--- config.mk ---
export PLATFORM = sky130hd
export DESIGN_NAME = dmag_top
export DESIGN_NICKNAME = d
export VERILOG_FILES = /design/src/dmag_pkg.sv /design/src/dmag_regbus_if.sv /design/src/dmag_top.sv /design/src/dmag_bank_resolve.sv /design/src/dmag_axi_slave.sv
export VERILOG_INCLUDE_DIRS = /design/src
export SDC_FILE = /design/constraint.sdc
export NUM_CORES = 1
export LEC_CHECK = 0
export BUFFER_PORTS_ARGS = -buffer_cell sky130_fd_sc_hd__buf_2
export CAP_MARGIN = 20
export CORE_ASPECT_RATIO = 0.7
export CORE_MARGIN = 2
export CORE_UTILIZATION = 31
export DETAILED_ROUTE_END_ITERATION = 16
export MAX_ROUTING_LAYER = met4
export SKIP_LAST_GASP = 1
export SYNTH_ARGS = -nofsm -noshare
export SYNTH_HDL_FRONTEND = slang
export SYNTH_SLANG_ARGS = --single-unit
--- constraint.sdc ---
create_clock -name clk_sys_i -period 4.1 [get_ports clk_sys_i]
set_clock_uncertainty 0.05 [all_clocks]
set_input_delay 0.82 -clock clk_sys_i [delete_from_list [all_inputs] [get_ports clk_sys_i]]
set_output_delay 0.82 -clock clk_sys_i [all_outputs]
set_load 0.03 [all_outputs]
--- src/dmag_defines.svh ---
// Register map, field positions and address-space constants
`ifndef DMAG_DEFINES_SVH
`define DMAG_DEFINES_SVH
`define DMAG_AW 8
`define DMAG_CTRL_OFS 8'h00
`define DMAG_BSEL_OFS 8'h04
`define DMAG_PTR_OFS 8'h08
`define DMAG_STAT_OFS 8'h0C
`define DMAG_CTRL_BEF 0
`define DMAG_CTRL_STKB 1
`define DMAG_BSEL_FLD 3:0
`define DMAG_PTR_L 3:0
`define DMAG_PTR_H 7:4
`define DMAG_PTR_E 11:8
`define DMAG_PTR_D 15:12
`define DMAG_STAT_BANKREF 0
`define DMAG_STAT_REQREF 1
`define DMAG_STAT_ADDR 15:4
`define DMAG_STAT_BIT 17:16
`define DMAG_NIB_RST 4'h0
`define DMAG_DIR_HI_BIT 7
`define DMAG_BANK_RAM0 4'h0
`define DMAG_BANK_RAM1 4'h1
`define DMAG_BANK_PERIPH 4'hF
`define DMAG_RAM_LAST 12'h1FF
`define DMAG_PERIPH_BASE 12'hF80
`define DMAG_FIX_INTR 8'hFB
`define DMAG_FIX_PORT 8'hFF
`define DMAG_PMEM_TOP 6'h3F
`define DMAG_RESP_OKAY 2'h0
`define DMAG_RESP_SLVERR 2'h2
`endif

--- src/dmag_pkg.sv ---
// Types shared by the address generator files
package dmag_pkg;
  typedef enum logic [3:0] {
    MODE_BIT_DIR, MODE_NIB_DIR, MODE_BYTE_DIR,
    MODE_NIB_FIRST, MODE_NIB_FIRST_INC, MODE_NIB_FIRST_DEC,
    MODE_NIB_SECOND, MODE_NIB_THIRD, MODE_BYTE_FIRST,
    MODE_FIX_BIT, MODE_PTR_BIT, MODE_PAGE_BIT, MODE_STACK
  } dmag_mode_t;
  typedef enum logic [3:0] {
    BIT_SET_OP, BIT_CLEAR_OP, SKIP_IF_TRUE_OP, SKIP_IF_FALSE_OP,
    TRANSFER_OP, SWAP_OP, INCREMENT_SKIP_OP, PORT_READ_OP,
    PORT_WRITE_OP, OTHER_OP
  } dmag_op_t;
endpackage : dmag_pkg

--- src/dmag_regbus_if.sv ---
// Internal register access carrier between bus slave and register file
`timescale 1ns/1ps
`include "dmag_defines.svh"
interface dmag_regbus_if;
  logic wr_en;
  logic [`DMAG_AW-1:0] wr_addr;
  logic [31:0] wr_data;
  logic [31:0] wr_mask;
  logic wr_ok;
  logic [`DMAG_AW-1:0] rd_addr;
  logic [31:0] rd_data;
  logic rd_ok;
  modport bus (output wr_en, wr_addr, wr_data, wr_mask, rd_addr,
               input wr_ok, rd_data, rd_ok);
  modport regs (input wr_en, wr_addr, wr_data, wr_mask, rd_addr,
                output wr_ok, rd_data, rd_ok);
endinterface : dmag_regbus_if

--- src/dmag_top.sv ---
// Data memory address generator with its register file
`timescale 1ns/1ps
`include "dmag_defines.svh"
module dmag_top (
  input wire logic clk_sys_i,
  input wire logic rst_n_i,
  input wire logic [`DMAG_AW-1:0] s_axi_awaddr_i,
  input wire logic s_axi_awvalid_i,
  output logic s_axi_awready_o,
  input wire logic [31:0] s_axi_wdata_i,
  input wire logic [3:0] s_axi_wstrb_i,
  input wire logic s_axi_wvalid_i,
  output logic s_axi_wready_o,
  output logic [1:0] s_axi_bresp_o,
  output logic s_axi_bvalid_o,
  input wire logic s_axi_bready_i,
  input wire logic [`DMAG_AW-1:0] s_axi_araddr_i,
  input wire logic s_axi_arvalid_i,
  output logic s_axi_arready_o,
  output logic [31:0] s_axi_rdata_o,
  output logic [1:0] s_axi_rresp_o,
  output logic s_axi_rvalid_o,
  input wire logic s_axi_rready_i,
  input wire logic req_valid_i,
  input wire dmag_pkg::dmag_mode_t req_mode_i,
  input wire dmag_pkg::dmag_op_t req_op_i,
  input wire logic [11:0] req_operand_i,
  input wire logic [1:0] req_bit_i,
  input wire logic [7:0] req_sp_i,
  output logic addr_valid_o,
  output logic [11:0] addr_o,
  output logic [1:0] bit_sel_o,
  output logic pair_o,
  output logic ram_sel_o,
  output logic periph_sel_o,
  output logic refused_o
);
  dmag_regbus_if rb ();

  dmag_axi_slave u_axi (
    .clk_sys_i(clk_sys_i),
    .rst_n_i(rst_n_i),
    .s_axi_awaddr_i(s_axi_awaddr_i),
    .s_axi_awvalid_i(s_axi_awvalid_i),
    .s_axi_awready_o(s_axi_awready_o),
    .s_axi_wdata_i(s_axi_wdata_i),
    .s_axi_wstrb_i(s_axi_wstrb_i),
    .s_axi_wvalid_i(s_axi_wvalid_i),
    .s_axi_wready_o(s_axi_wready_o),
    .s_axi_bresp_o(s_axi_bresp_o),
    .s_axi_bvalid_o(s_axi_bvalid_o),
    .s_axi_bready_i(s_axi_bready_i),
    .s_axi_araddr_i(s_axi_araddr_i),
    .s_axi_arvalid_i(s_axi_arvalid_i),
    .s_axi_arready_o(s_axi_arready_o),
    .s_axi_rdata_o(s_axi_rdata_o),
    .s_axi_rresp_o(s_axi_rresp_o),
    .s_axi_rvalid_o(s_axi_rvalid_o),
    .s_axi_rready_i(s_axi_rready_i),
    .rb(rb.bus)
  );

  logic bank_enable_flag;
  logic stack_bank_choice;
  logic [3:0] bank_select_reg;
  logic [3:0] ptr_l;
  logic [3:0] ptr_h;
  logic [3:0] ptr_d;
  logic [3:0] ptr_e;
  logic bank_refused;
  logic req_refused;
  logic [31:0] ctrl_word;
  logic [31:0] ptr_word;
  logic [31:0] stat_word;
  logic [11:0] next_addr;
  logic [1:0] next_bit;
  logic next_pair;
  logic next_ok;
  logic [3:0] dir_bank;
  logic [3:0] and_bank;

  function automatic logic reg_is(input logic [`DMAG_AW-1:0] a,
                                  input logic [`DMAG_AW-1:0] ofs);
    reg_is = (a[`DMAG_AW-1:2] == ofs[`DMAG_AW-1:2]);
  endfunction : reg_is

  function automatic logic [31:0] merge(input logic [31:0] old,
                                        input logic [31:0] wd,
                                        input logic [31:0] m);
    merge = (old & ~m) | (wd & m);
  endfunction : merge

  function automatic logic bank_legal(input logic [3:0] b);
    bank_legal = (b == `DMAG_BANK_RAM0) || (b == `DMAG_BANK_RAM1) ||
                 (b == `DMAG_BANK_PERIPH);
  endfunction : bank_legal

  dmag_bank_resolve u_bank (
    .operand_i(req_operand_i[7:0]),
    .bank_enable_flag_i(bank_enable_flag),
    .bank_select_reg_i(bank_select_reg),
    .dir_bank_o(dir_bank),
    .and_bank_o(and_bank)
  );

  always_comb begin
    ctrl_word = 32'h0;
    ctrl_word[`DMAG_CTRL_BEF] = bank_enable_flag;
    ctrl_word[`DMAG_CTRL_STKB] = stack_bank_choice;
    ptr_word = 32'h0;
    ptr_word[`DMAG_PTR_L] = ptr_l;
    ptr_word[`DMAG_PTR_H] = ptr_h;
    ptr_word[`DMAG_PTR_E] = ptr_e;
    ptr_word[`DMAG_PTR_D] = ptr_d;
    stat_word = 32'h0;
    stat_word[`DMAG_STAT_BANKREF] = bank_refused;
    stat_word[`DMAG_STAT_REQREF] = req_refused;
    stat_word[`DMAG_STAT_ADDR] = addr_o;
    stat_word[`DMAG_STAT_BIT] = bit_sel_o;
  end

  wire rd_ctrl = reg_is(rb.rd_addr, `DMAG_CTRL_OFS);
  wire rd_bsel = reg_is(rb.rd_addr, `DMAG_BSEL_OFS);
  wire rd_ptr = reg_is(rb.rd_addr, `DMAG_PTR_OFS);
  wire rd_stat = reg_is(rb.rd_addr, `DMAG_STAT_OFS);
  assign rb.rd_ok = rd_ctrl | rd_bsel | rd_ptr | rd_stat;
  assign rb.rd_data = rd_ctrl ? ctrl_word :
                      rd_bsel ? {28'h0, bank_select_reg} :
                      rd_ptr ? ptr_word :
                      rd_stat ? stat_word : 32'h0;

  wire wr_ctrl = rb.wr_en & reg_is(rb.wr_addr, `DMAG_CTRL_OFS);
  wire wr_bsel = rb.wr_en & reg_is(rb.wr_addr, `DMAG_BSEL_OFS);
  wire wr_ptr = rb.wr_en & reg_is(rb.wr_addr, `DMAG_PTR_OFS);
  wire wr_stat = rb.wr_en & reg_is(rb.wr_addr, `DMAG_STAT_OFS);
  assign rb.wr_ok = reg_is(rb.wr_addr, `DMAG_CTRL_OFS) |
                    reg_is(rb.wr_addr, `DMAG_BSEL_OFS) |
                    reg_is(rb.wr_addr, `DMAG_PTR_OFS) |
                    reg_is(rb.wr_addr, `DMAG_STAT_OFS);
  wire [31:0] ctrl_new = merge(ctrl_word, rb.wr_data, rb.wr_mask);
  wire [31:0] bsel_new = merge({28'h0, bank_select_reg}, rb.wr_data,
                               rb.wr_mask);
  wire [31:0] ptr_new = merge(ptr_word, rb.wr_data, rb.wr_mask);
  wire [31:0] stat_clr = rb.wr_data & rb.wr_mask & {32{wr_stat}};
  wire bsel_ok = bank_legal(bsel_new[`DMAG_BSEL_FLD]);

  wire bit_op_ok = (req_op_i == dmag_pkg::BIT_SET_OP) ||
                   (req_op_i == dmag_pkg::BIT_CLEAR_OP) ||
                   (req_op_i == dmag_pkg::SKIP_IF_TRUE_OP) ||
                   (req_op_i == dmag_pkg::SKIP_IF_FALSE_OP);
  wire byte_op_ok = (req_op_i == dmag_pkg::TRANSFER_OP) ||
                    (req_op_i == dmag_pkg::SWAP_OP) ||
                    (req_op_i == dmag_pkg::PORT_READ_OP) ||
                    (req_op_i == dmag_pkg::PORT_WRITE_OP);
  wire nib_op_ok = byte_op_ok ||
                   (req_op_i == dmag_pkg::INCREMENT_SKIP_OP);
  wire [11:0] dir_addr = {dir_bank, req_operand_i[7:0]};
  wire [7:0] fix_page = req_operand_i[11:4];
  wire take = req_valid_i & next_ok;
  wire step_inc = take & (req_mode_i == dmag_pkg::MODE_NIB_FIRST_INC);
  wire step_dec = take & (req_mode_i == dmag_pkg::MODE_NIB_FIRST_DEC);

  always_comb begin
    next_addr = dir_addr;
    next_bit = req_bit_i;
    next_pair = 1'b0;
    next_ok = 1'b1;
    unique case (req_mode_i)
      dmag_pkg::MODE_BIT_DIR: next_ok = bit_op_ok;
      dmag_pkg::MODE_NIB_DIR: next_ok = nib_op_ok;
      dmag_pkg::MODE_BYTE_DIR: begin
        next_ok = byte_op_ok & ~req_operand_i[0];
        next_pair = 1'b1;
      end
      dmag_pkg::MODE_NIB_FIRST, dmag_pkg::MODE_NIB_FIRST_INC,
      dmag_pkg::MODE_NIB_FIRST_DEC: begin
        next_addr = {and_bank, ptr_h, ptr_l};
      end
      dmag_pkg::MODE_NIB_SECOND: begin
        next_addr = {`DMAG_BANK_RAM0, ptr_d, ptr_e};
      end
      dmag_pkg::MODE_NIB_THIRD: begin
        next_addr = {`DMAG_BANK_RAM0, ptr_d, ptr_l};
      end
      dmag_pkg::MODE_BYTE_FIRST: begin
        next_addr = {and_bank, ptr_h, ptr_l[3:1], 1'b0};
        next_pair = 1'b1;
      end
      dmag_pkg::MODE_FIX_BIT: begin
        next_addr = req_operand_i;
        next_ok = (fix_page == `DMAG_FIX_INTR) ||
                  (fix_page == `DMAG_FIX_PORT);
      end
      dmag_pkg::MODE_PTR_BIT: begin
        next_addr = {req_operand_i[11:2], ptr_l[3:2]};
        next_bit = ptr_l[1:0];
        next_ok = (req_operand_i[11:6] == `DMAG_PMEM_TOP);
      end
      dmag_pkg::MODE_PAGE_BIT: begin
        next_addr = {and_bank, ptr_h, req_operand_i[3:0]};
      end
      dmag_pkg::MODE_STACK: begin
        // Only banks 0 and 1 can hold the stack, so the top bits stay zero
        next_addr = {3'h0, stack_bank_choice, req_sp_i};
      end
      default: next_ok = 1'b0;
    endcase
  end

  always_ff @(posedge clk_sys_i or negedge rst_n_i) begin
    if (!rst_n_i) begin
      bank_enable_flag <= 1'b0;
      stack_bank_choice <= 1'b0;
      bank_select_reg <= `DMAG_NIB_RST;
      bank_refused <= 1'b0;
    end else begin
      if (wr_ctrl) begin
        bank_enable_flag <= ctrl_new[`DMAG_CTRL_BEF];
        stack_bank_choice <= ctrl_new[`DMAG_CTRL_STKB];
      end
      // Illegal bank codes are dropped so the register never holds one
      if (wr_bsel && bsel_ok) begin
        bank_select_reg <= bsel_new[`DMAG_BSEL_FLD];
      end
      bank_refused <= (wr_bsel & ~bsel_ok) |
        (bank_refused & ~stat_clr[`DMAG_STAT_BANKREF]);
    end
  end

  // Pipeline steps win over a same-cycle software write of the low nibble
  always_ff @(posedge clk_sys_i or negedge rst_n_i) begin
    if (!rst_n_i) begin
      ptr_l <= `DMAG_NIB_RST;
      ptr_h <= `DMAG_NIB_RST;
      ptr_d <= `DMAG_NIB_RST;
      ptr_e <= `DMAG_NIB_RST;
    end else begin
      if (step_inc) ptr_l <= ptr_l + 4'h1;
      else if (step_dec) ptr_l <= ptr_l - 4'h1;
      else if (wr_ptr) ptr_l <= ptr_new[`DMAG_PTR_L];
      if (wr_ptr) begin
        ptr_h <= ptr_new[`DMAG_PTR_H];
        ptr_d <= ptr_new[`DMAG_PTR_D];
        ptr_e <= ptr_new[`DMAG_PTR_E];
      end
    end
  end

  always_ff @(posedge clk_sys_i or negedge rst_n_i) begin
    if (!rst_n_i) begin
      addr_valid_o <= 1'b0;
      addr_o <= 12'h000;
      bit_sel_o <= 2'h0;
      pair_o <= 1'b0;
      ram_sel_o <= 1'b0;
      periph_sel_o <= 1'b0;
      refused_o <= 1'b0;
      req_refused <= 1'b0;
    end else begin
      addr_valid_o <= take;
      refused_o <= req_valid_i & ~next_ok;
      req_refused <= (req_valid_i & ~next_ok) |
        (req_refused & ~stat_clr[`DMAG_STAT_REQREF]);
      if (take) begin
        addr_o <= next_addr;
        bit_sel_o <= next_bit;
        pair_o <= next_pair;
        ram_sel_o <= (next_addr <= `DMAG_RAM_LAST);
        periph_sel_o <= (next_addr >= `DMAG_PERIPH_BASE);
      end
    end
  end
endmodule : dmag_top

--- src/dmag_bank_resolve.sv ---
// Bank resolution for direct and first-pointer addressing
`timescale 1ns/1ps
`include "dmag_defines.svh"
module dmag_bank_resolve (
  input wire logic [7:0] operand_i,
  input wire logic bank_enable_flag_i,
  input wire logic [3:0] bank_select_reg_i,
  output logic [3:0] dir_bank_o,
  output logic [3:0] and_bank_o
);
  wire [3:0] fixed_bank = operand_i[`DMAG_DIR_HI_BIT] ?
    `DMAG_BANK_PERIPH : `DMAG_BANK_RAM0;
  // Enabled flag hands the choice to the select register
  assign dir_bank_o = bank_enable_flag_i ? bank_select_reg_i :
    fixed_bank;
  assign and_bank_o = bank_select_reg_i &
    {4{bank_enable_flag_i}};
endmodule : dmag_bank_resolve

--- src/dmag_axi_slave.sv ---
// AXI4-Lite slave front end feeding the register carrier
`timescale 1ns/1ps
`include "dmag_defines.svh"
module dmag_axi_slave (
  input wire logic clk_sys_i,
  input wire logic rst_n_i,
  input wire logic [`DMAG_AW-1:0] s_axi_awaddr_i,
  input wire logic s_axi_awvalid_i,
  output logic s_axi_awready_o,
  input wire logic [31:0] s_axi_wdata_i,
  input wire logic [3:0] s_axi_wstrb_i,
  input wire logic s_axi_wvalid_i,
  output logic s_axi_wready_o,
  output logic [1:0] s_axi_bresp_o,
  output logic s_axi_bvalid_o,
  input wire logic s_axi_bready_i,
  input wire logic [`DMAG_AW-1:0] s_axi_araddr_i,
  input wire logic s_axi_arvalid_i,
  output logic s_axi_arready_o,
  output logic [31:0] s_axi_rdata_o,
  output logic [1:0] s_axi_rresp_o,
  output logic s_axi_rvalid_o,
  input wire logic s_axi_rready_i,
  dmag_regbus_if.bus rb
);
  logic aw_full;
  logic w_full;
  logic [`DMAG_AW-1:0] aw_addr;
  logic [31:0] w_data;
  logic [3:0] w_strb;

  function automatic logic [31:0] strb_mask(input logic [3:0] s);
    strb_mask = {{8{s[3]}}, {8{s[2]}}, {8{s[1]}}, {8{s[0]}}};
  endfunction : strb_mask

  wire aw_take = s_axi_awvalid_i & s_axi_awready_o;
  wire w_take = s_axi_wvalid_i & s_axi_wready_o;
  // Write waits for both halves and for the previous response to drain
  wire wr_fire = aw_full & w_full & ~s_axi_bvalid_o;
  wire next_aw_full = (aw_full & ~wr_fire) | aw_take;
  wire next_w_full = (w_full & ~wr_fire) | w_take;
  wire ar_take = s_axi_arvalid_i & s_axi_arready_o;
  wire next_rvalid = ar_take | (s_axi_rvalid_o & ~s_axi_rready_i);

  assign rb.wr_en = wr_fire;
  assign rb.wr_addr = aw_addr;
  assign rb.wr_data = w_data;
  assign rb.wr_mask = strb_mask(w_strb);
  assign rb.rd_addr = s_axi_araddr_i;

  always_ff @(posedge clk_sys_i or negedge rst_n_i) begin
    if (!rst_n_i) begin
      aw_full <= 1'b0;
      w_full <= 1'b0;
      aw_addr <= '0;
      w_data <= 32'h0;
      w_strb <= 4'h0;
      s_axi_awready_o <= 1'b0;
      s_axi_wready_o <= 1'b0;
      s_axi_bvalid_o <= 1'b0;
      s_axi_bresp_o <= `DMAG_RESP_OKAY;
    end else begin
      aw_full <= next_aw_full;
      w_full <= next_w_full;
      s_axi_awready_o <= ~next_aw_full;
      s_axi_wready_o <= ~next_w_full;
      if (aw_take) aw_addr <= s_axi_awaddr_i;
      if (w_take) begin
        w_data <= s_axi_wdata_i;
        w_strb <= s_axi_wstrb_i;
      end
      if (wr_fire) begin
        s_axi_bvalid_o <= 1'b1;
        s_axi_bresp_o <= rb.wr_ok ? `DMAG_RESP_OKAY : `DMAG_RESP_SLVERR;
      end else if (s_axi_bready_i) begin
        s_axi_bvalid_o <= 1'b0;
      end
    end
  end

  always_ff @(posedge clk_sys_i or negedge rst_n_i) begin
    if (!rst_n_i) begin
      s_axi_arready_o <= 1'b0;
      s_axi_rvalid_o <= 1'b0;
      s_axi_rdata_o <= 32'h0;
      s_axi_rresp_o <= `DMAG_RESP_OKAY;
    end else begin
      s_axi_arready_o <= ~next_rvalid;
      s_axi_rvalid_o <= next_rvalid;
      if (ar_take) begin
        s_axi_rdata_o <= rb.rd_ok ? rb.rd_data : 32'h0;
        s_axi_rresp_o <= rb.rd_ok ? `DMAG_RESP_OKAY : `DMAG_RESP_SLVERR;
      end
    end
  end
endmodule : dmag_axi_slave

==> results.ini <==
[status]
outcome = completed

[critical_path]
cpMostUsedCell = buf_4
worstSetupPathType = input pin to flop
ff2ff_setup_slack_ns = 1.86
crit_path_end_kind = flop
r2r-start = u_axi.rb.wr_addr[5]$_DFFE_PN0P_
crit_required_ns = 4.29
crit_fanout = 17
worst_path_max_delay_cell = a2111oi_2
slowest_delay_ns = 0.68
worstPathArrival_ns = 3.31
reg2regPathDepth = 5
cp_cell_sequence = buf_2 > buf_4 > nor2b_1 > a32oi_1 > nor4_1 > a2111oi_2 > nand2b_1 > buf_4 > mux2_2
cp-start-kind = input pin

[finish]
drive_gt1_share_pct = 33.45
area.growth.synth_to_final_pct = 19.16
fill_cells = 1591
final_nets = 673
fin_util_pct = 38.19

[synth]
yosysWarnings = 0
synth.ff_latch_count = 94
synth_edf_count = 0
synthesis.area_sq_mm = 0.005029
ys_seq_area_share_pct = 46.78
yosysTopAreaCell = dfrtp_1
ys.flop_type = dfrtp_1
synth.most_common_cell = dfrtp_1
avgSynthCellArea_sq_um = 10.54
synthCells = 477
synth_cell_type_count = 67
synth_area_leaders = dfrtp_1, mux2_2, nand2_1
synth_common_cells = dfrtp_1, nand2_1, mux2_2
async_flop_share_pct = 100.0
synth_top_area_share_pct = 46.78

[sta]
rsz0062_at_grt = false
fmax_mhz = 320.6
layout_min_cycle_time_ns = 3.119
finalHoldViolCount = 0
worst_pin_slew_ns = 0.9637
finalSetupTns_ns = 0
setup_violations = 0
maxSlewViolCount = 0
slew_headroom_pct = 35.60
min_period_over_period_pct = 76.07

[clock_network]
cts.repair.resized = 0
cts_sinks = 94
clk_path_buf_depth = 2
cts.clk_slew.worst_paths_ns = 0.07
root_buffer = clkbuf_16
hold_buffers = 0
cts_max_level = 3
cts_setup_buffers = 0
cts_buffers = 9
tritoncts = done
clock_latency_ns = 0.35

[job]
drv_cap = 0

[pwr]
power_density_mw_per_mm2 = 542.0
power_leakage_nw = 2.818
vdd_drop_max_mv = 0.1996

[route]
initialDrtViolationCount = 253
wl_per_cell_um = 19.30
drtAntennaViolNets = 0
drc_errors = 0
viasPerCell = 5.290
dr_total_vias = 4163
wl_um = 15190
first_pass_iters = 7

[floorplan]
core_sq_mm = 0.01569
dieArea_sq_mm = 0.01727
num_io_pins = 150
die_w_um = 156.2
core.rowCount = 38
start_util_pct = 32.05
die_y_um = 110.6

[grt]
grt_max_degree = 34
grt_pass1_vias = 4115
grt_pass1_wl_um = 23460
grt_usage_pct = 18.53
antenna_found_initial = 1
grt_overflow = 0

[placement]
gp_congestion = 0.9190
portBuffers = 111
dp_hpwl_um = 11800

[min_path]
hold_class = input pin to async pin

cell usage in the layout (no fill, tap or decap), types with 11 or more instances in the layout:
master	synthesis	routed
nor2_1	14	14
mux2i_1	13	13
nand2b_1	11	11
nand2_1	52	52
buf_2	5	110
mux2_2	46	46
nor2b_1	11	11
a21oi_1	11	11
conb_1	1	16
nand3_1	16	16
o21ai_0	37	37
inv_1	15	15
dfrtp_1	94	94
worst max-delay path, delay by kind of cell:
family | cells | cell delay [ns]
compound gates | 2 | 0.87
buf+inv | 3 | 0.64
mux | 1 | 0.34
simple gates | 3 | 0.62
area by class of cell:
class | count | area (sq um) | area share (%)
Timing Repair Buffer | 120 | 625.6 | 10.44
Tap cell | 200 | 250.2 | 4.176
Clock inverter | 4 | 32.53 | 0.5429
Antenna cell | 1 | 2.502 | 0.04176
Multi-Input combinational cell | 341 | 2426 | 40.49
Inverter | 15 | 56.30 | 0.9397
Sequential cell | 94 | 2352 | 39.26
Clock buffer | 12 | 246.5 | 4.114
per-stage QoR:
stage	instances	hold slack [ns]	power, mW	setup slack [ns]	instance area (sq um)
2_1_floorplan	492	0.3831	2.114	1.449	5085
3_3_place_gp	770	0.3955	2.440	0.6720	5710
3_5_place_dp	770	0.4016	2.477	0.6496	5710
4_1_cts	786	0.3490	3.273	1.019	5989
5_1_grt	787	0.3605	3.446	0.8089	5992
6_report	787	0.3350	3.248	0.9812	5992
power breakdown:
group	switching, mW	total, mW	internal (mW)
combinational	0.538	0.959	0.422
sequential	0.313	1.51	1.19
clock	0.353	0.783	0.430
total	1.20	3.25	2.04
per-layer routing:
metal  GRT usage [%]  up-vias  wire, um
met5               -        -         0
met4           3.731        0       157
met3           5.651       10      1083
met2           26.11      158      6401
met1           26.30     2062      7545
li1                -     1933         -
worst max path at each step:
stage                     depth (start not counted)                endpoint  slack, ns           from
final                                             9   addr_o[5]$_DFFE_PN0N_       0.98  req_mode_i[1]
after global routing                              9   addr_o[9]$_DFFE_PN0N_       0.81  req_mode_i[1]
after CTS                                         9   addr_o[9]$_DFFE_PN0N_       1.02  req_mode_i[1]
after detailed placement                          9   addr_o[9]$_DFFE_PN0N_       0.65  req_mode_i[1]
after global placement                            9   addr_o[8]$_DFFE_PN0N_       0.67  req_mode_i[1]
after floorplan                                   8  addr_o[10]$_DFFE_PN0N_       1.45    req_op_i[1]
cells by family after synthesis:
family / after synthesis / synth area share [%]
other: 1 / 0.07457
adders and majority gates: 2 / 0.4976
muxes: 67 / 15.58
xor gates and xnor gates: 3 / 0.5226
DFF: 94 / 46.78
and+or+nand+nor: 140 / 14.76
buffers and inverters: 57 / 6.096
AOI/OAI and AO/OA: 113 / 15.70
No activity file was read; power rests on OpenSTA's default activity.
